File: src/pkg/pspc_pkg.sv
// Package of constants and types for the peripheral share policy control
package pspc_pkg;

	// Host count and data word widths
	localparam int NUM_HOSTS      = 4;
	localparam int HOST_W         = 2;
	localparam int KM_DATA_W      = 8;
	localparam int DEV_ID_W       = 16;

	// Self-test timing
	localparam int CLK_MHZ        = 50;
	localparam int SELFTEST_US    = 100;
	localparam int SELFTEST_CYC   = SELFTEST_US * CLK_MHZ;

	// Failure tone divider, half period in cycles
	localparam int TONE_HALF_CYC  = 12500;

	// Reset values
	localparam logic [1:0] HOST_RST = 2'h0;

	// Switch request source codes
	typedef enum logic [2:0] {
		pspc_src_button = 3'h0,
		pspc_src_remote = 3'h1,
		pspc_src_guard  = 3'h2,
		pspc_src_scan   = 3'h3,
		pspc_src_host   = 3'h4,
		pspc_src_hotkey = 3'h5
	} pspc_src_t;

	// Top-level state
	typedef enum logic [1:0] {
		pspc_st_test = 2'b00,
		pspc_st_edid = 2'b01,
		pspc_st_run  = 2'b10,
		pspc_st_fail = 2'b11
	} pspc_state_t;

	// Video side sub-channel bit positions
	localparam int SUB_EDID_D2C = 0;
	localparam int SUB_HPD_D2C  = 1;
	localparam int SUB_LINKTRN  = 2;
	localparam int SUB_CEC      = 3;
	localparam int SUB_EDID_C2D = 4;
	localparam int SUB_HDCP     = 5;
	localparam int SUB_MCCS     = 6;
	localparam int SUB_ARC      = 7;
	localparam int SUB_HEAC     = 8;
	localparam int SUB_HEC      = 9;
	localparam int SUB_W        = 10;

endpackage

File: src/hdl/pspc_skid.sv
// Two-entry buffer with valid and ready on both sides and a flush
`timescale 1ns/10ps
module pspc_skid #(
	parameter int WIDTH = 8
) (
	// Clock and reset
	input  wire logic             clock,
	input  wire logic             rst_b,
	input  wire logic             flush,
	// Fill side
	input  wire logic             in_valid,
	output logic                  in_ready,
	input  wire logic [WIDTH-1:0] in_data,
	// Drain side
	output logic                  out_valid,
	input  wire logic             out_ready,
	output logic      [WIDTH-1:0] out_data
);

	initial begin
		if (WIDTH < 1) $error("WIDTH must be at least one");
	end

	logic [WIDTH-1:0] mem_r [2];
	logic             wp_r;
	logic             rp_r;
	logic [1:0]       cnt_r;
	wire              push = in_valid && in_ready;
	wire              pop  = out_valid && out_ready;

	// Honest full and empty from the occupancy count
	assign in_ready  = (cnt_r != 2'h2);
	assign out_valid = (cnt_r != 2'h0);
	assign out_data  = mem_r[rp_r];

	// Flush drops held words, so no residue survives a purge
	always_ff @(posedge clock or negedge rst_b) begin
		if (!rst_b) begin
			wp_r  <= 1'b0;
			rp_r  <= 1'b0;
			cnt_r <= 2'h0;
		end else if (flush) begin
			wp_r  <= 1'b0;
			rp_r  <= 1'b0;
			cnt_r <= 2'h0;
		end else begin
			if (push) wp_r <= ~wp_r;
			if (pop) rp_r <= ~rp_r;
			cnt_r <= cnt_r + {1'b0, push} - {1'b0, pop};
		end
	end

	// Storage is wiped on a flush so that no keystroke outlives a purge
	always_ff @(posedge clock) begin
		if (flush) begin
			mem_r[0] <= '0;
			mem_r[1] <= '0;
		end else if (push) begin
			mem_r[wp_r] <= in_data;
		end
	end

endmodule // pspc_skid

File: src/hdl/pspc_ctrl.sv
// Policy and switching control for a secure peripheral sharing switch
// Notes on behaviour
// Accept authorized peripherals at power-up and on hot attach.
// Keyboard and mouse end here; host sees only our emulated functions.
// Display identification is fetched once per power-on or reboot.
// A re-enumeration as an unauthorized device is rejected.
// No user data goes to non-volatile storage.
// DisplayPort: block CEC, EDID to display, HDCP and MCCS.
// DisplayPort: pass EDID and hot-plug to computer, and link training.
// HDMI: block ARC, CEC, EDID to display, HDCP, HEAC, HEC, MCCS.
// Keyboard and mouse data flow only from peripheral toward host.
// Video flows only from host input toward display output.
// Self-test failure enters a secure state that is held.
// Self-test runs only at start-up and checks user controls.
// Failure gives visual and audible warning, switching shut down.
// No internal memory reachable externally except display identification.
// Switch requests from scanning, hosts or hotkeys are refused.
// Selection changes only on buttons, wired remote or guarded devices.
// Keyboard and mouse always go to the same host.
// Each change of host purges buffered keyboard data.
// Tamper is detected and latched for later inspection.
// User data goes only to the host the user selected.
// Unauthorized peripherals are rejected at power-up and hot attach.
// A rejected peripheral raises an indication.
// In the failure state nothing passes in any direction.
// Until self-test passes, no host is selected or routed.
`timescale 1ns/10ps
module pspc_ctrl #(
	parameter int NUM_HOSTS    = pspc_pkg::NUM_HOSTS,
	parameter int SELFTEST_CYC = pspc_pkg::SELFTEST_CYC
) (
	// Clock and reset
	input  wire logic                          clock,
	input  wire logic                          rst_b,
	// Self-test of user controls
	input  wire logic                          ctl_test_ok,
	// Switch requests
	input  wire logic                          sw_req,
	input  wire logic [2:0]                    sw_src,
	input  wire logic [pspc_pkg::HOST_W-1:0]   sw_host,
	// Peripheral attach and identity
	input  wire logic                          per_enum,
	input  wire logic [pspc_pkg::DEV_ID_W-1:0] per_id,
	input  wire logic                          per_proto_ok,
	input  wire logic                          per_id_allowed,
	// Keyboard and mouse words from the peripheral terminator
	input  wire logic                          km_valid,
	output logic                               km_ready,
	input  wire logic [pspc_pkg::KM_DATA_W-1:0] km_data,
	// Emulated keyboard and mouse words toward the hosts
	output logic [NUM_HOSTS-1:0]               emu_valid,
	input  wire logic [NUM_HOSTS-1:0]          emu_ready,
	output logic [pspc_pkg::KM_DATA_W-1:0]     emu_data,
	// Display identification fetch
	output logic                               edid_fetch,
	input  wire logic                          edid_done,
	// Video path
	input  wire logic                          vid_is_hdmi,
	output logic [NUM_HOSTS-1:0]               vid_route,
	output logic [pspc_pkg::SUB_W-1:0]         sub_pass,
	// Tamper
	input  wire logic                          tamper_in,
	output logic                               tamper_seen,
	// Indications
	output logic [pspc_pkg::HOST_W-1:0]        sel_host,
	output logic                               sel_valid,
	output logic                               reject_led,
	output logic                               fail_led,
	output logic                               fail_tone
);

	initial begin
		if (NUM_HOSTS < 2 || NUM_HOSTS > 4)
			$error("NUM_HOSTS must lie between 2 and 4");
		if (SELFTEST_CYC < 1) $error("SELFTEST_CYC must be positive");
	end

	pspc_pkg::pspc_state_t             st_r, st_nxt;
	logic [31:0]                       tcnt_r;
	logic [15:0]                       tone_r;
	logic [pspc_pkg::HOST_W-1:0]       host_r;
	logic                              sel_valid_r;
	logic                              admit_r;
	logic                              reject_r;
	logic                              tamper_r;
	logic                              edid_req_r;
	logic                              edid_once_r;
	logic                              purge_r;
	logic                              fail_tone_r;
	logic                              fail_led_r;
	logic                              km_ready_w;
	logic [NUM_HOSTS-1:0]              emu_valid_r;
	logic [NUM_HOSTS-1:0]              vid_route_r;
	logic [pspc_pkg::SUB_W-1:0]        sub_r;
	logic [pspc_pkg::KM_DATA_W-1:0]    emu_data_r;
	logic                              buf_valid;
	logic [pspc_pkg::KM_DATA_W-1:0]    buf_data;

	// Switch source decode: only express user action may select
	wire src_user = (sw_src == 3'(pspc_pkg::pspc_src_button)) ||
		(sw_src == 3'(pspc_pkg::pspc_src_remote)) ||
		(sw_src == 3'(pspc_pkg::pspc_src_guard));
	wire host_ok  = (32'(sw_host) < NUM_HOSTS);
	wire running  = (st_r == pspc_pkg::pspc_st_run);
	wire sw_take  = running && sw_req && src_user && host_ok;
	wire sw_chg   = sw_take && (!sel_valid_r || sw_host != host_r);

	// Admission: identity and protocol both checked on every enumeration
	wire per_good = per_id_allowed && per_proto_ok;
	wire km_pass  = running && admit_r && sel_valid_r && !purge_r;

	// Output register slot is free when not holding an unaccepted word
	wire emu_hold = |(emu_valid_r & ~emu_ready);
	wire buf_pop  = km_pass && buf_valid && !emu_hold;

	// Input words only enter while a route exists; else they are refused
	pspc_skid #(
		.WIDTH (pspc_pkg::KM_DATA_W)
	) u_kbuf (
		.clock     (clock),
		.rst_b     (rst_b),
		.flush     (sw_chg || !running),
		.in_valid  (km_valid && km_pass),
		.in_ready  (km_ready_w),
		.in_data   (km_data),
		.out_valid (buf_valid),
		.out_ready (buf_pop),
		.out_data  (buf_data)
	);
	assign km_ready = km_ready_w && km_pass;

	// State sequencing: test, then fail, or one identification fetch and then run
	always_comb begin
		st_nxt = st_r;
		case (st_r)
			pspc_pkg::pspc_st_test: begin
				if (tcnt_r >= 32'(SELFTEST_CYC - 1))
					st_nxt = ctl_test_ok ? pspc_pkg::pspc_st_edid
						: pspc_pkg::pspc_st_fail;
			end
			pspc_pkg::pspc_st_edid: begin
				if (edid_done) st_nxt = pspc_pkg::pspc_st_run;
			end
			pspc_pkg::pspc_st_run:  st_nxt = pspc_pkg::pspc_st_run;
			pspc_pkg::pspc_st_fail: st_nxt = pspc_pkg::pspc_st_fail;
			default:                st_nxt = pspc_pkg::pspc_st_fail;
		endcase
	end

	// State and self-test counter; no path leads back into the test
	always_ff @(posedge clock or negedge rst_b) begin
		if (!rst_b) begin
			st_r   <= pspc_pkg::pspc_st_test;
			tcnt_r <= 32'h0;
		end else begin
			st_r <= st_nxt;
			if (st_r == pspc_pkg::pspc_st_test) tcnt_r <= tcnt_r + 32'h1;
		end
	end

	// Display identification requested once; the once flag clears only on reset
	always_ff @(posedge clock or negedge rst_b) begin
		if (!rst_b) begin
			edid_req_r  <= 1'b0;
			edid_once_r <= 1'b0;
		end else begin
			if (st_r == pspc_pkg::pspc_st_edid && !edid_once_r) begin
				edid_req_r  <= 1'b1;
				edid_once_r <= 1'b1;
			end else begin
				edid_req_r <= 1'b0;
			end
		end
	end

	// Host selection; keyboard and mouse share the one register
	always_ff @(posedge clock or negedge rst_b) begin
		if (!rst_b) begin
			host_r      <= pspc_pkg::HOST_RST;
			sel_valid_r <= 1'b0;
			purge_r     <= 1'b0;
		end else begin
			purge_r <= sw_chg;
			if (!running) begin
				sel_valid_r <= 1'b0;
			end else if (sw_take) begin
				host_r      <= sw_host;
				sel_valid_r <= 1'b1;
			end
		end
	end

	// Peripheral admission, re-checked on each enumeration
	always_ff @(posedge clock or negedge rst_b) begin
		if (!rst_b) begin
			admit_r  <= 1'b0;
			reject_r <= 1'b0;
		end else if (per_enum) begin
			admit_r  <= per_good;
			reject_r <= !per_good;
		end
	end

	// Tamper is sticky; only reset clears the volatile copy
	always_ff @(posedge clock or negedge rst_b) begin
		if (!rst_b) tamper_r <= 1'b0;
		else if (tamper_in) tamper_r <= 1'b1;
	end

	// Emulated output word, steered to the selected host only
	wire [NUM_HOSTS-1:0] host_onehot;
	genvar gi;
	generate
		for (gi = 0; gi < NUM_HOSTS; gi++) begin : g_host
			assign host_onehot[gi] = sel_valid_r && running &&
				(32'(host_r) == gi);
		end
	endgenerate

	// Words are re-sent by the emulator, never the raw peripheral link
	always_ff @(posedge clock or negedge rst_b) begin
		if (!rst_b) begin
			emu_valid_r <= '0;
			emu_data_r  <= 8'h00;
		end else if (sw_chg || !running) begin
			emu_valid_r <= '0;
			emu_data_r  <= '0; // Shared lines must not show the old word
		end else if (buf_pop) begin
			emu_valid_r <= host_onehot;
			emu_data_r  <= buf_data;
		end else begin
			emu_valid_r <= emu_valid_r & ~emu_ready;
		end
	end

	// Sub-channel gates; outward only, blocked ones stay low
	wire [pspc_pkg::SUB_W-1:0] sub_nxt;
	assign sub_nxt[pspc_pkg::SUB_EDID_D2C] = running;
	assign sub_nxt[pspc_pkg::SUB_HPD_D2C]  = running;
	assign sub_nxt[pspc_pkg::SUB_LINKTRN]  = running && !vid_is_hdmi;
	assign sub_nxt[pspc_pkg::SUB_CEC]      = 1'b0;
	assign sub_nxt[pspc_pkg::SUB_EDID_C2D] = 1'b0;
	assign sub_nxt[pspc_pkg::SUB_HDCP]     = 1'b0;
	assign sub_nxt[pspc_pkg::SUB_MCCS]     = 1'b0;
	assign sub_nxt[pspc_pkg::SUB_ARC]      = 1'b0;
	assign sub_nxt[pspc_pkg::SUB_HEAC]     = 1'b0;
	assign sub_nxt[pspc_pkg::SUB_HEC]      = 1'b0;

	// Video routing registered from the same one-hot as keyboard
	always_ff @(posedge clock or negedge rst_b) begin
		if (!rst_b) begin
			vid_route_r <= '0;
			sub_r       <= '0;
		end else begin
			vid_route_r <= host_onehot;
			sub_r       <= sub_nxt;
		end
	end

	// Failure tone, a square wave while failed
	always_ff @(posedge clock or negedge rst_b) begin
		if (!rst_b) begin
			tone_r      <= 16'h0000;
			fail_tone_r <= 1'b0;
		end else if (st_r != pspc_pkg::pspc_st_fail) begin
			tone_r      <= 16'h0000;
			fail_tone_r <= 1'b0;
		end else if (32'(tone_r) >= pspc_pkg::TONE_HALF_CYC - 1) begin
			tone_r      <= 16'h0000;
			fail_tone_r <= ~fail_tone_r;
		end else begin
			tone_r <= tone_r + 16'h0001;
		end
	end

	// Failure lamp taken from the next state, so it lights on entry
	always_ff @(posedge clock or negedge rst_b) begin
		if (!rst_b) fail_led_r <= 1'b0;
		else fail_led_r <= (st_nxt == pspc_pkg::pspc_st_fail);
	end

	// Registered outputs; nothing here writes non-volatile storage
	assign emu_valid   = emu_valid_r;
	assign emu_data    = emu_data_r;
	assign vid_route   = vid_route_r;
	assign sub_pass    = sub_r;
	assign edid_fetch  = edid_req_r;
	assign tamper_seen = tamper_r;
	assign sel_host    = host_r;
	assign sel_valid   = sel_valid_r;
	assign reject_led  = reject_r;
	assign fail_led    = fail_led_r;
	assign fail_tone   = fail_tone_r;

	// Assertions; each label line carries the rule that it guards
	a_fail_is_sticky: assert property (
		@(posedge clock) disable iff (!rst_b)
		st_r == pspc_pkg::pspc_st_fail |=> st_r == pspc_pkg::pspc_st_fail)
		else $error("left failure state");
	a_fail_no_route: assert property (
		@(posedge clock) disable iff (!rst_b)
		fail_led |-> ##1 (vid_route == '0 && emu_valid == '0))
		else $error("data passes while failed");
	a_fail_no_accept: assert property (
		@(posedge clock) disable iff (!rst_b)
		fail_led |-> !km_ready)
		else $error("keyboard word accepted while failed");
	a_bad_src_ignored: assert property (
		@(posedge clock) disable iff (!rst_b)
		(sw_req && !src_user && sel_valid) |=> $stable(sel_host))
		else $error("switched from a forbidden source");
	a_user_switch: assert property (
		@(posedge clock) disable iff (!rst_b)
		sw_take |=> (sel_host == $past(sw_host) && sel_valid))
		else $error("user switch not taken");
	a_tied_route: assert property (
		@(posedge clock) disable iff (!rst_b)
		(|emu_valid) |-> (emu_valid & ~(1 << sel_host)) == '0)
		else $error("keyboard off the selected host");
	a_purge_buffer: assert property (
		@(posedge clock) disable iff (!rst_b)
		sw_chg |=> (!buf_valid && emu_valid == '0 && emu_data == '0))
		else $error("keyboard data survived a switch");
	a_edid_once: assert property (
		@(posedge clock) disable iff (!rst_b)
		edid_fetch |=> !edid_fetch [*8])
		else $error("identification fetched twice");
	a_reject_flag: assert property (
		@(posedge clock) disable iff (!rst_b)
		(per_enum && !per_good) |=> (reject_led && !admit_r))
		else $error("bad peripheral not rejected");
	a_no_sel_pretest: assert property (
		@(posedge clock) disable iff (!rst_b)
		st_r == pspc_pkg::pspc_st_test |-> !sel_valid)
		else $error("host selected before self-test");
	a_sub_blocked: assert property (
		@(posedge clock) disable iff (!rst_b)
		sub_pass[pspc_pkg::SUB_HEC:pspc_pkg::SUB_CEC] == '0)
		else $error("blocked sub-protocol open");
	a_dp_link_pass: assert property (
		@(posedge clock) disable iff (!rst_b)
		(running && !vid_is_hdmi) |=> sub_pass[pspc_pkg::SUB_LINKTRN])
		else $error("link training blocked on DisplayPort");
	a_hdmi_no_train: assert property (
		@(posedge clock) disable iff (!rst_b)
		vid_is_hdmi |=> !sub_pass[pspc_pkg::SUB_LINKTRN])
		else $error("link training open on HDMI");
	a_tamper_kept: assert property (
		@(posedge clock) disable iff (!rst_b)
		tamper_in |=> tamper_seen [*8])
		else $error("tamper flag lost");

endmodule // pspc_ctrl

File: config.mk
export PLATFORM = sky130hd
export DESIGN_NAME = pspc_ctrl
export DESIGN_NICKNAME = d
export VERILOG_FILES = /design/src/pkg/pspc_pkg.sv /design/src/hdl/pspc_skid.sv /design/src/hdl/pspc_ctrl.sv
export SDC_FILE = /design/constraint.sdc
export NUM_CORES = 1
export LEC_CHECK = 0
export ABC_AREA = 1
export BUFFER_PORTS_ARGS = -buffer_cell sky130_fd_sc_hd__buf_4
export CAP_MARGIN = 10
export CORE_ASPECT_RATIO = 1.2
export CORE_MARGIN = 5
export CORE_UTILIZATION = 36
export DETAILED_ROUTE_END_ITERATION = 8
export GPL_TIMING_DRIVEN = 0
export PLACE_DENSITY_LB_ADDON = 0.05
export REMOVE_ABC_BUFFERS = 1
export SYNTH_ARGS = -nofsm -noshare
export SYNTH_HDL_FRONTEND = slang
export SYNTH_SLANG_ARGS = --single-unit
File: constraint.sdc
create_clock -name clock -period 1.9 [get_ports clock]
set_input_delay 0.38 -clock clock [delete_from_list [all_inputs] [get_ports clock]]
set_output_delay 0.38 -clock clock [all_outputs]
set_load 0.05 [all_outputs]
-- Yosys cells after proc, flatten, opt, wreduce, memory -nomap -nowiden
Memory sizes are Yosys's and may differ from the RTL's.
Cells that the tools add are included.
- bits in registers: 84
- RAM bits: 16
- input port bits: 44
- output and inout bits: 35
- logic and storage cells: 115
- memories kept: 1
- memory list (memory ; words ; bits a word ; read ports ; clocked after Yosys merged registers in ; write ports ; RTL line ; RTL):
    u_kbuf.mem_r ; 2 ; 8 ; 1 ; 0 ; 2 ; pspc_skid.sv:24 ; logic [WIDTH-1:0] mem_r [2];
- add/subtract/negate cells: 4
- order comparisons: 2
- equality and inequality tests: 13
- multiplexer cells: 28
- bitwise operators: 5
- reduce and logical (&&, ||, !) cells: 42
- operator list (cell ; number):
    $add A32 B1 Y32 const B ; 1
    $ge A32 B13 Y1 const B ; 1
    $mux W16 ; 2
    $mux W8 ; 3
    $logic_and A1 B1 Y1 ; 20
    $add A16 B1 Y16 const B ; 1
    $ge A16 B14 Y1 const B ; 1
    $mux W1 ; 16
    $eq A2 B2 Y1 const B ; 5
    $reduce_bool A2 Y1 ; 5
    $mux W2 ; 4
    $mux W4 ; 2
    $pmux W2 S4 ; 1
    $reduce_or A8 Y1 ; 1
    $logic_not A1 Y1 ; 7
    $and A4 B4 Y4 ; 1
    $eq A2 B1 Y1 const B ; 2
    $logic_not A2 Y1 ; 2
    $logic_or A1 B1 Y1 ; 4
    $ne A2 B2 Y1 const B ; 2
    $not A4 Y4 ; 1
    $reduce_or A4 Y1 ; 1
    $eq A3 B1 Y1 const B ; 1
    $eq A3 B2 Y1 const B ; 1
    7 further kinds ; 9

-- Depth between registers and ports, before layout
Gate-level depths: netlist of the first run.
- depth after elaboration: 11
- mapped depth: 12
- gate-level depth less buffers: 11

-- By module
Synthesis of the first run repeated with hierarchy kept, for this count alone.
- cell total of the unflattened synthesis: 589
- area total of the unflattened synthesis: 4973.5 um^2
- modules (own cells, without submodules) (module ; times used ; cells each ; area each (um^2) ; sequential area each (um^2)):
    pspc_ctrl ; 1 ; 487 ; 4026.4 ; 1976.9
    pspc_skid ; 1 ; 102 ; 947.2 ; 580.6

-- Worst setup path after synthesis of the first run
OpenSTA, ideal clock, no wires.
- kind: flip-flop to flip-flop
- start: register emu_valid_r[2] (netlist: emu_valid[2])
- end: register u_kbuf.cnt_r[1]
- setup time: 122 ps
- data arrival time: 1942 ps
- required time: 1778 ps
- setup slack: -163 ps
- cell stages (with the launch flop): 12
- buffers on the path: 1
- period minus slack after synthesis: 2063 ps
- cells stage by stage: dfrtp_1 nand2_1 nand2_1 nor3_1 nand2_4 inv_6 buf_12 ha_1 inv_1 ha_1 xor2_1 nor2_1
- cells in the longest elaborated chain, start to end: 7
- ends and longest elaborated chain (what ; RTL line ; RTL):
    start, declared ; pspc_ctrl.sv:92 ; logic [NUM_HOSTS-1:0] emu_valid_r;
    start signal, assigned ; pspc_ctrl.sv:229 ; emu_valid_r <= host_onehot;
    start signal, assigned ; pspc_ctrl.sv:232 ; emu_valid_r <= emu_valid_r & ~emu_ready;
    $and A4 B4 Y4 ; pspc_ctrl.sv:113 ; wire emu_hold = |(emu_valid_r & ~emu_ready);
    $reduce_or A4 Y1 ; pspc_ctrl.sv:113 ;
    $logic_not A1 Y1 ; pspc_ctrl.sv:114 ; wire buf_pop = km_pass && buf_valid && !emu_hold;
    $logic_and A1 B1 Y1 ; pspc_ctrl.sv:114 ;
    $logic_and A1 B1 Y1 ; pspc_skid.sv:29 ; wire pop = out_valid && out_ready;
    $sub A2 B1 Y2 ; pspc_skid.sv:49 ; cnt_r <= cnt_r + {1'b0, push} - {1'b0, pop};
    $mux W2 ; pspc_skid.sv:42 ; end else if (flush) begin
    end signal, assigned ; pspc_skid.sv:49 ;
    end, declared ; pspc_skid.sv:27 ; logic [1:0] cnt_r;
No other way between the ends.
A chain may end at the register's enable or synchronous reset.

-- Final worst setup path of the first run
- start: register st_r[0]
- end: output km_ready
- cells in the longest elaborated chain, start to end: 5
- ends and longest elaborated chain (what ; RTL line ; RTL):
    start, declared ; pspc_ctrl.sv:78 ; pspc_pkg::pspc_state_t st_r, st_nxt;
    start signal, assigned ; pspc_ctrl.sv:153 ; st_r <= pspc_pkg::pspc_st_test;
    start signal, assigned ; pspc_ctrl.sv:156 ; st_r <= st_nxt;
    $eq A2 B2 Y1 ; pspc_ctrl.sv:104 ; wire running = (st_r == pspc_pkg::pspc_st_run);
    via running ; pspc_ctrl.sv:104 ;
    $logic_and A1 B1 Y1 (3 in a row) ; pspc_ctrl.sv:110 ; wire km_pass = running && admit_r && sel_valid_r && !purge_r;
    $logic_and A1 B1 Y1 ; pspc_ctrl.sv:130 ; assign km_ready = km_ready_w && km_pass;
    end, declared ; pspc_ctrl.sv:48 ; output logic km_ready,
The timed path passes the listed nets, and every way through them passes these cells.

==> results of run 1 <==
## power by group through the flow
stage	Combinational [uW]	Sequential (uW)	Clock [uW]
4_1_cts	1410	2580	1870
3_5_place_dp	1340	2620	0
3_3_place_gp	1330	2620	0
6_report	1450	2580	1810
2_1_floorplan	544	2980	0
5_1_grt	1590	2620	1940
## layout make-up
type	instances	area, um2
fill	1365	7320
sequential	99	2560
multi-input combinational	420	2130
timing repair buffer	68	514
inverter	71	282
clock buffer	9	225
tap	168	210
clock inverter	6	56.3
## registers in the layout, indices dropped and copies added (netlist names), 2 cells and up
name,count
emu_data,8
u_kbuf.cnt_r,2
emu_valid,4
vid_route,4
tone_r,16
st_r,2
sub_pass,2
u_kbuf.mem_r,16
tcnt_r,32
sel_host,2
## cell usage in the layout (no fill, tap or decap), types with 5 or more instances in the layout
cell type	n
a21oi_1	6
buf_4	67
clkbuf_16	9
conb_1	9
dfrtp_1	82
edfxtp_1	16
inv_1	66
nand2_1	160
nand2_4	5
nand3_1	11
nand3b_1	5
nand4_1	9
nor2_1	114
nor3_1	18
nor3_2	5
o21ai_0	16
xnor2_1	12
xor2_1	20
## per-layer routing
layer / vias to the layer above / wire (um) / track usage [%]
met5: - / 0 / 0
met4: 0 / 226 / 5.80
met3: 15 / 351 / 2.62
met2: 55 / 5580 / 24.9
met1: 1756 / 4720 / 17.7
li1: 1977 / - / -
## metrics by stage
step	util [%]	total power, uW	TNS [ns]	std cells
4_1_cts	44.1	5860	0	837
3_5_place_dp	41.1	3960	-7.64	813
3_3_place_gp	41.1	3950	-8.34	813
2_1_floorplan	-	3530	-2.70	590
5_1_grt	44.9	6150	-0.0327	841
6_report	44.9	5840	0	841
## worst max-delay path: stages (launching register included)
cell	delay, ns
dfrtp_2	0.46
nor2_4	0.21
nand4_4	0.17
nor2_4	0.13
buf_6	0.16
## what timing repair did
item                                    4_1_cts  5_1_grt
setup buffers                                 9        4
resized for setup                            12       17
pin swaps                                     3        2
endpoints found under the setup margin       43       33
## worst max-delay path by stage
stage	startpoint	endpoint	slack (ns)	depth (start not counted)
final	st_r[0]$_DFF_PN0_	km_ready	0.04	4
after detailed placement	st_r[0]$_DFF_PN0_	u_kbuf.mem_r[0][2]$_SDFFCE_PN0P_	-0.36	8
after CTS	st_r[0]$_DFF_PN0_	km_ready	0.02	4
after floorplan	sel_host[0]$_DFFE_PN0P_	u_kbuf.mem_r[0][0]$_SDFFCE_PN0P_	-0.16	8
after global placement	st_r[0]$_DFF_PN0_	u_kbuf.mem_r[0][7]$_SDFFCE_PN0P_	-0.38	8
after global routing	st_r[0]$_DFF_PN0_	u_kbuf.cnt_r[1]$_DFF_PN0_	-0.02	10
## kinds of logic after synthesis
family / share of synthesized area [%]
buffers and inverters: 7.63
other: 0.0762
DFF: 52.0
adders and majority gates: 1.02
and+or+nand+nor: 30.1
xor gates and xnor gates: 5.70
AOI/OAI and AO/OA: 3.53
## cells in the mapped netlist (all sizes together)
cell / number / area, um2
edfxtp: 16 / 480
ha: 4 / 50.1
a21oi: 8 / 55.1
xor2: 20 / 175
dfrtp: 83 / 2080
nand3b: 5 / 37.5
xnor2: 12 / 105
a31oi: 3 / 18.8
nor2: 119 / 462
o211ai: 1 / 7.51
nor3: 24 / 131
conb: 1 / 3.75
clkbuf: 1 / 3.75
inv: 71 / 272
and3: 1 / 6.26
nand4: 10 / 77.6
nand3: 16 / 100
o21ai: 17 / 85.1
nand2: 166 / 641
buf: 12 / 100
or2: 4 / 25.0
a21o: 1 / 7.51
==> results.sh, run 1 <==
export IMPL_outcome="finished clean"
export IMPL_max_clock_path_buffers=2
export IMPL_antenna_cells=0
export IMPL_r2r_slack_ns=0.06
export IMPL_viasPerCell=4.52
export IMPL_netlist_area_um2=4920
export IMPL_synth_avg_cell_area_um2=8.27
export IMPL_cts_tree="done"
export IMPL_grt_ovfl_total=0
export IMPL_ys_warn_count=0
export IMPL_grt_pass1_wl_um=18600
export IMPL_netSwitchingPower_uw=1960
export IMPL_nets=717
export IMPL_hold_path_class="in -> reg"
export IMPL_finalCriticalPeriod_ns=1.86
export IMPL_hold_violations=0
export IMPL_rsz0062_at_grt="true"
export IMPL_core_area_um2=13300
export IMPL_stdcell_area_um2=5970
export IMPL_clock_sinks=99
export IMPL_synth_cell_types=37
export IMPL_grt_antenna_before_repair=0
export IMPL_row_count=46
export IMPL_clkTransAtPathRegs_ns=0.06
export IMPL_r2r_start="st_r[0]$_DFF_PN0_"
export IMPL_start_util_pct=37.0
export IMPL_preCtsSetupSlack_ns=-0.358
export IMPL_critPathMaxFanout=5
export IMPL_cts_htree_levels=3
export IMPL_drt_wl_total_um=10900
export IMPL_drt_pass1_iterations=4
export IMPL_fin_ws_ns=0.0415
export IMPL_post_drt_wl_per_cell_um=12.9
export IMPL_min_from="vid_is_hdmi"
export IMPL_slew_violations=0
export IMPL_pwr_share_seq_pct=44.2
export IMPL_fin_crit_sh_pct=97.8
export IMPL_reg2regPathDepth=8
export IMPL_die_area_um2=16100
export IMPL_place_congestion=0.845
export IMPL_area_delta_synth_final_pct=21.4
export IMPL_insertion_delay_ns=0.34
export IMPL_p_leak_uw=0.00284
export IMPL_worstHoldPathCells=2
export IMPL_p_int_uw=3880
export IMPL_pin_count=79
export IMPL_io_buffers=55
export IMPL_postRouteAntennaNets=0
export IMPL_root_buffer="clkbuf_16"
export IMPL_fin_worst_skew_ns=0.00506
export IMPL_dpl_hpwl_um=7680
export IMPL_cp_required_ns=1.52
export IMPL_switching_share_pct=33.5
export IMPL_power_density_nw_per_um2=978
export IMPL_clock_power_share_pct=30.9
export IMPL_ys_seq_area_share_pct=52.0
export IMPL_ys_seq_elements=99
export IMPL_first_global_vias=3889
export IMPL_maxSlewHeadroom_pct=29.4
export IMPL_vias=3803
export IMPL_die_y_um=138
export IMPL_hold_slack_ns=0.189
export IMPL_drv_cap=0
export IMPL_synth_cells=595
export IMPL_grtUsageTotal_pct=14.5
export IMPL_grt_max_degree=84
export IMPL_endpoint_kind="output port"
export IMPL_drive_gt1_share_pct=17.5
export IMPL_postCtsHoldBufs=0
export IMPL_numCtsBuffers=9
export IMPL_setup_viol=0
export IMPL_r2r_end="emu_data[0]$_DFFE_PN0P_"
export IMPL_arrival_ns=1.48
export IMPL_worst_pin_slew_ns=1.06
export IMPL_crit_type="reg -> out"
export IMPL_fp_dieW_um=117
export IMPL_start_kind="flop"
export IMPL_initialDrtViolationCount=135
export IMPL_worst_hold_path_endpoint="sub_pass[2]$_DFF_PN0_"
export IMPL_ir_worst_vdd_v=0.000629
export IMPL_route_detailed_drc=0
export IMPL_pwr_share_comb_pct=24.9
export IMPL_fmax_mhz=538
export IMPL_place_area_um2=5470
(Power assumes the default switching activity.)
==> inputs of run 2 (changes only) <==
--- a/config.mk
+++ b/config.mk
@@ -13,7 +13,6 @@
 export CORE_UTILIZATION = 36
 export DETAILED_ROUTE_END_ITERATION = 8
 export GPL_TIMING_DRIVEN = 0
-export PLACE_DENSITY_LB_ADDON = 0.05
 export REMOVE_ABC_BUFFERS = 1
 export SYNTH_ARGS = -nofsm -noshare
 export SYNTH_HDL_FRONTEND = slang
==> run 2 against run 1 <==
Effect of this change: the flow now finishes with violations (setup timing); clock power down 3%; worst hold slack lost 0.014 ns; setup slack lost 0.042 ns; sequential cell count unchanged; design area up 0.50%; clock skew up 0.0022 ns; sequential share of layout area shrank 0.19 points; first-iteration DRC count up 39%; total power about the same; largest power group unchanged; maximum frequency fell by 2.2%; combinational power grew 3%; die area unchanged.
==> results.sh, run 2 (synthesized netlist as in run 1, its figures left out) <==
export IMPL_cp_startpoint="st_r[0]$_DFF_PN0_"
export IMPL_post_drt_wl_per_cell_um=12.7
export IMPL_top_regs="tcnt_r (32), tone_r (16), u_kbuf.mem_r (16)"
export IMPL_hold_path_class="in -> reg"
export IMPL_place_area_um2=5470
export IMPL_numCtsBuffers=9
export IMPL_multi_input_area_um2=2130
export IMPL_slew_violations=0
export IMPL_critPathMaxFanout=5
export IMPL_start_util_pct=37.0
export IMPL_cts_tree="done"
export IMPL_viasPerCell=4.68
export IMPL_place_congestion=0.918
export IMPL_fin_crit_sh_pct=100
export IMPL_pin_count=79
export IMPL_insertion_delay_ns=0.35
export IMPL_drive_gt1_share_pct=17.6
export IMPL_postRouteAntennaNets=0
export IMPL_n_fill_cell=1312
export IMPL_stdcell_area_um2=6000
export IMPL_largest_reg_flops=32
export IMPL_die_y_um=138
export IMPL_clkTransAtPathRegs_ns=0.06
export IMPL_max_clock_path_buffers=2
export IMPL_nets=720
export IMPL_p_leak_uw=0.00285
export IMPL_die_area_um2=16100
export IMPL_worst_pin_slew_ns=1.04
export IMPL_rsz0062_at_grt="true"
export IMPL_cp_required_ns=1.52
export IMPL_setup_viol=1
export IMPL_route_detailed_drc=0
export IMPL_r2r_slack_ns=0.05
export IMPL_drt_wl_total_um=10700
export IMPL_area_delta_synth_final_pct=22.0
export IMPL_arrival_ns=1.52
export IMPL_initialDrtViolationCount=187
export IMPL_vias=3952
export IMPL_dpl_hpwl_um=7850
export IMPL_core_area_um2=13300
export IMPL_endpoint_kind="output port"
export IMPL_hold_violations=0
export IMPL_endpoint="km_ready"
export IMPL_final_common_cell="nand2_1"
export IMPL_fin_ws_ns=-0.000463
export IMPL_finalCriticalPeriod_ns=1.90
export IMPL_root_buffer="clkbuf_16"
export IMPL_antenna_cells=0
export IMPL_grt_antenna_before_repair=0
export IMPL_largest_register="tcnt_r"
export IMPL_power_density_nw_per_um2=972
export IMPL_postLayoutCoreUtil_pct=45.2
export IMPL_worstHoldPathCells=2
export IMPL_maxSlewHeadroom_pct=30.4
export IMPL_outcome="complete, but fails checks"
export IMPL_first_global_vias=4032
export IMPL_violations="setup timing"
export IMPL_preCtsSetupSlack_ns=-0.292
export IMPL_start_kind="flop"
export IMPL_place_inst=813
export IMPL_ir_worst_vdd_v=0.000713
export IMPL_clock_sinks=99
export IMPL_cts_htree_levels=3
export IMPL_fmax_mhz=526
export IMPL_postCtsHoldBufs=0
export IMPL_reg2regPathDepth=6
export IMPL_r2r_start="st_r[0]$_DFF_PN0_"
export IMPL_regArea_um2=2560
export IMPL_fin_worst_skew_ns=0.00726
export IMPL_grtUsageTotal_pct=14.1
export IMPL_grt_pass1_wl_um=18200
export IMPL_p_total_uw=5840
export IMPL_grt_max_degree=84
export IMPL_fp_dieW_um=117
export IMPL_drt_pass1_iterations=4
export IMPL_crit_type="reg -> out"
export IMPL_r2r_end="u_kbuf.mem_r[0][6]$_SDFFCE_PN0P_"
export IMPL_layout_common_cells="nand2_1, nor2_1, dfrtp_1, buf_4, inv_1"
export IMPL_drv_cap=0
export IMPL_row_count=46
export IMPL_io_buffers=55
export IMPL_grt_ovfl_total=0
export IMPL_final_instance_count_excl_fill=845
==> run 2: final cells by class <==
cell class / count / share of cell area, %
Tap cell: 168 / 3.50
Inverter: 71 / 4.77
Sequential cell: 99 / 42.6
Multi-Input combinational cell: 421 / 35.5
Clock inverter: 3 / 0.354
Clock buffer: 13 / 4.33
Timing Repair Buffer: 70 / 8.88
==> run 2: worst min path at each step <==
stage / from / to / slack, ns
after global placement: edid_once_r$_DFFE_PN0P_ / edid_fetch$_DFF_PN0_ / 0.41
final: vid_is_hdmi / sub_pass[2]$_DFF_PN0_ / 0.17
after detailed placement: edid_once_r$_DFFE_PN0P_ / edid_fetch$_DFF_PN0_ / 0.43
after floorplan: rst_b / admit_r$_DFFE_PN0P_ / 0.08
after CTS: vid_is_hdmi / sub_pass[2]$_DFF_PN0_ / 0.16
after global routing: vid_is_hdmi / sub_pass[2]$_DFF_PN0_ / 0.16
==> run 2: what timing repair did <==
action                                  CTS  global route
pin swaps                                 1             6
endpoints found under the setup margin   27            50
gates resized for setup                  13            18
buffers inserted                          3            12
cloned                                    0             1
==> run 2: per-stage QoR <==
stage | hold WS [ns] | TNS [ns]
global route | 0.158 | -0.381
detailed placement | 0.427 | -5.50
CTS | 0.156 | -0.00682
global placement | 0.412 | -4.84
finish | 0.174 | -0.000463
floorplan | 0.0844 | -2.70
==> run 2: per-layer routing <==
layer / global-route usage, % / vias to the layer above / share of wire (%)
li1: - / 1991 / -
met1: 16.4 / 1866 / 41
met2: 24.0 / 74 / 52
met3: 3.97 / 21 / 4.3
met4: 5.86 / 0 / 2.2
met5: 0 / - / 0
==> run 2: worst max-delay path, stage by stage, from the launching register on <==
cell and delay (ns):
dfrtp_2 0.47, nor2_4 0.22, nand4_4 0.18, nor2_4 0.14
buf_8 0.15
==> run 2: report_power, final <==
group	leakage, uW	switching [uW]	internal [uW]
clock network	0.000136	787	963
registers	0.00127	177	2410
logic	0.00144	1010	489
==> inputs of run 3 (changes only) <==
--- a/config.mk
+++ b/config.mk
@@ -9,7 +9,7 @@
 export BUFFER_PORTS_ARGS = -buffer_cell sky130_fd_sc_hd__buf_4
 export CAP_MARGIN = 10
 export CORE_ASPECT_RATIO = 1.2
-export CORE_MARGIN = 5
+export CORE_MARGIN = 8
 export CORE_UTILIZATION = 36
 export DETAILED_ROUTE_END_ITERATION = 8
 export GPL_TIMING_DRIVEN = 0
==> constraint.sdc (replaced) <==
create_clock -name clock -period 1.9 [get_ports clock]
set_input_delay 0.57 -clock clock [delete_from_list [all_inputs] [get_ports clock]]
set_output_delay 0.57 -clock clock [all_outputs]
set_load 0.05 [all_outputs]
==> run 3 against run 2 <==
Effect of this change: clock skew grew 0.0014 ns; design area is 0.15% higher; register-to-register slack got worse by 0.06 ns; clock power about the same; sequential cell count stayed put; die area is 9.7% higher; utilization fell by 0.90 points; the flow still finishes with violations (setup timing); non-clock buffer count is 2 higher; total power hardly changed.
==> results.sh, run 3 (synthesized netlist as in run 1, its figures left out) <==
export IMPL_arrival_ns=1.40
export IMPL_dpl_hpwl_um=7930
export IMPL_vias=3951
export IMPL_first_global_vias=3950
export IMPL_reg2regPathDepth=7
export IMPL_cts_tree="done"
export IMPL_initialDrtViolationCount=252
export IMPL_fin_setup_tns_ns=-0.112
export IMPL_worst_hold_path_endpoint="sub_pass[2]$_DFF_PN0_"
export IMPL_grtUsageTotal_pct=13.0
export IMPL_viasPerCell=4.65
export IMPL_layout_common_cells="nand2_1, nor2_1, dfrtp_1, buf_4, inv_1"
export IMPL_ir_worst_vdd_v=0.000781
export IMPL_cts_htree_levels=3
export IMPL_rsz0062_at_grt="true"
export IMPL_regArea_um2=2560
export IMPL_clock_sinks=99
export IMPL_worstHoldPathCells=2
export IMPL_p_int_uw=3900
export IMPL_start_kind="flop"
export IMPL_crit_type="reg -> out"
export IMPL_netSwitchingPower_uw=1940
export IMPL_area_delta_synth_final_pct=22.2
export IMPL_top_regs="tcnt_r (32), tone_r (16), u_kbuf.mem_r (16)"
export IMPL_core_area_um2=13600
export IMPL_cp_required_ns=1.33
export IMPL_p_leak_uw=0.00286
export IMPL_largest_reg_flops=32
export IMPL_clkTransAtPathRegs_ns=0.07
export IMPL_die_y_um=144
export IMPL_clock_power_share_pct=30.1
export IMPL_place_area_um2=5470
export IMPL_fin_worst_skew_ns=0.00862
export IMPL_drt_wl_total_um=11200
export IMPL_stdcell_area_um2=6010
export IMPL_postCtsHoldBufs=0
export IMPL_pin_count=79
export IMPL_fin_ws_ns=-0.0742
export IMPL_antenna_cells=0
export IMPL_preCtsSetupSlack_ns=-0.449
export IMPL_n_fill_cell=1324
export IMPL_nets=723
export IMPL_r2r_slack_ns=-0.01
export IMPL_outcome="complete, but fails checks"
export IMPL_worst_pin_slew_ns=1.06
export IMPL_grt_pass1_wl_um=18200
export IMPL_pwr_share_seq_pct=44.3
export IMPL_maxSlewHeadroom_pct=29.6
export IMPL_fin_crit_sh_pct=104
export IMPL_multi_input_area_um2=2120
export IMPL_postRouteAntennaNets=0
export IMPL_insertion_delay_ns=0.34
export IMPL_r2r_start="st_r[0]$_DFF_PN0_"
export IMPL_slew_violations=0
export IMPL_grt_antenna_before_repair=0
export IMPL_hold_violations=0
export IMPL_row_count=47
export IMPL_drive_gt1_share_pct=17.2
export IMPL_setup_viol=9
export IMPL_max_clock_path_buffers=2
export IMPL_grt_max_degree=84
export IMPL_root_buffer="clkbuf_16"
export IMPL_place_congestion=0.877
export IMPL_drv_cap=0
export IMPL_hold_slack_ns=0.377
export IMPL_fmax_mhz=507
export IMPL_post_drt_wl_per_cell_um=13.2
export IMPL_route_detailed_drc=0
export IMPL_die_area_um2=17700
export IMPL_power_density_nw_per_um2=971
export IMPL_violations="setup timing"
export IMPL_numCtsBuffers=9
export IMPL_largest_register="tcnt_r"
export IMPL_pwr_share_comb_pct=25.5
export IMPL_fp_dieW_um=123
export IMPL_r2r_end="u_kbuf.mem_r[0][0]$_SDFFCE_PN0P_"
export IMPL_grt_ovfl_total=0
export IMPL_io_buffers=55
export IMPL_start_util_pct=36.2
export IMPL_critPathMaxFanout=3
export IMPL_final_common_cell="nand2_1"
export IMPL_hold_path_class="in -> reg"
export IMPL_finalCriticalPeriod_ns=1.97
export IMPL_drt_pass1_iterations=4
export IMPL_switching_share_pct=33.2
export IMPL_min_from="vid_is_hdmi"
export IMPL_endpoint_kind="output port"
[run 3: metrics by stage]
| stage | utilization [%] | cells | power (uW) |
|---|---|---|---|
| final | 44.3 | 850 | 5840 |
| after global routing | 44.3 | 850 | 6130 |
| after CTS | 43.3 | 840 | 5810 |
| after detailed placement | 40.3 | 816 | 3970 |
| after global placement | 40.3 | 816 | 3940 |
| after floorplan | - | 590 | 3530 |
[run 3: how the worst max path moves through the flow]
stage / start / endpoint / slack (ns) / cells past startpoint
2_1_floorplan: sel_valid$_DFFE_PN0P_ / km_ready / -0.24 / 2
3_3_place_gp: sw_host[1] / u_kbuf.mem_r[1][0]$_SDFFCE_PN0P_ / -0.39 / 8
3_5_place_dp: sw_host[1] / u_kbuf.mem_r[0][0]$_SDFFCE_PN0P_ / -0.45 / 8
4_1_cts: st_r[0]$_DFF_PN0_ / km_ready / -0.05 / 4
5_1_grt: st_r[0]$_DFF_PN0_ / km_ready / -0.13 / 4
6_report: st_r[0]$_DFF_PN0_ / km_ready / -0.07 / 4
[run 3: area by class of cell]
type	instances	share of cell area (%)
sequential	99	42.6
tap	171	3.56
timing repair buffer	72	9.18
multi-input combinational	422	35.3
clock buffer	12	3.93
inverter	71	4.76
clock inverter	3	0.707
[run 3: routing by layer]
metal / share of wire (%) / wire length [um] / track usage [%]
met3: 5.3 / 589 / 3.63
met1: 41 / 4560 / 14.5
met4: 3.2 / 359 / 6.36
met5: 0 / 0 / 0
met2: 51 / 5680 / 22.3
[run 3: worst max-delay path, stage by stage (launching register included)]
cell	delay, ns
dfrtp_2	0.44
nor2_4	0.17
nand4_4	0.15
nor2_4	0.15
buf_8	0.16
[run 3: what timing repair did]
| action | 4_1_cts | 5_1_grt |
|---|---|---|
| buffers inserted | 9 | 8 |
| gates resized for setup | 18 | 8 |
| gates cloned | 0 | 2 |
| endpoints found under the setup margin | 41 | 24 |
| pin swaps | 3 | 5 |
[run 3: power groups by stage]
stage	clock network (uW)	registers (uW)	logic (uW)
after global routing	1890	2620	1620
after CTS	1800	2580	1430
final	1760	2590	1490
after detailed placement	0	2620	1340
after global placement	0	2610	1320
after floorplan	0	2980	544
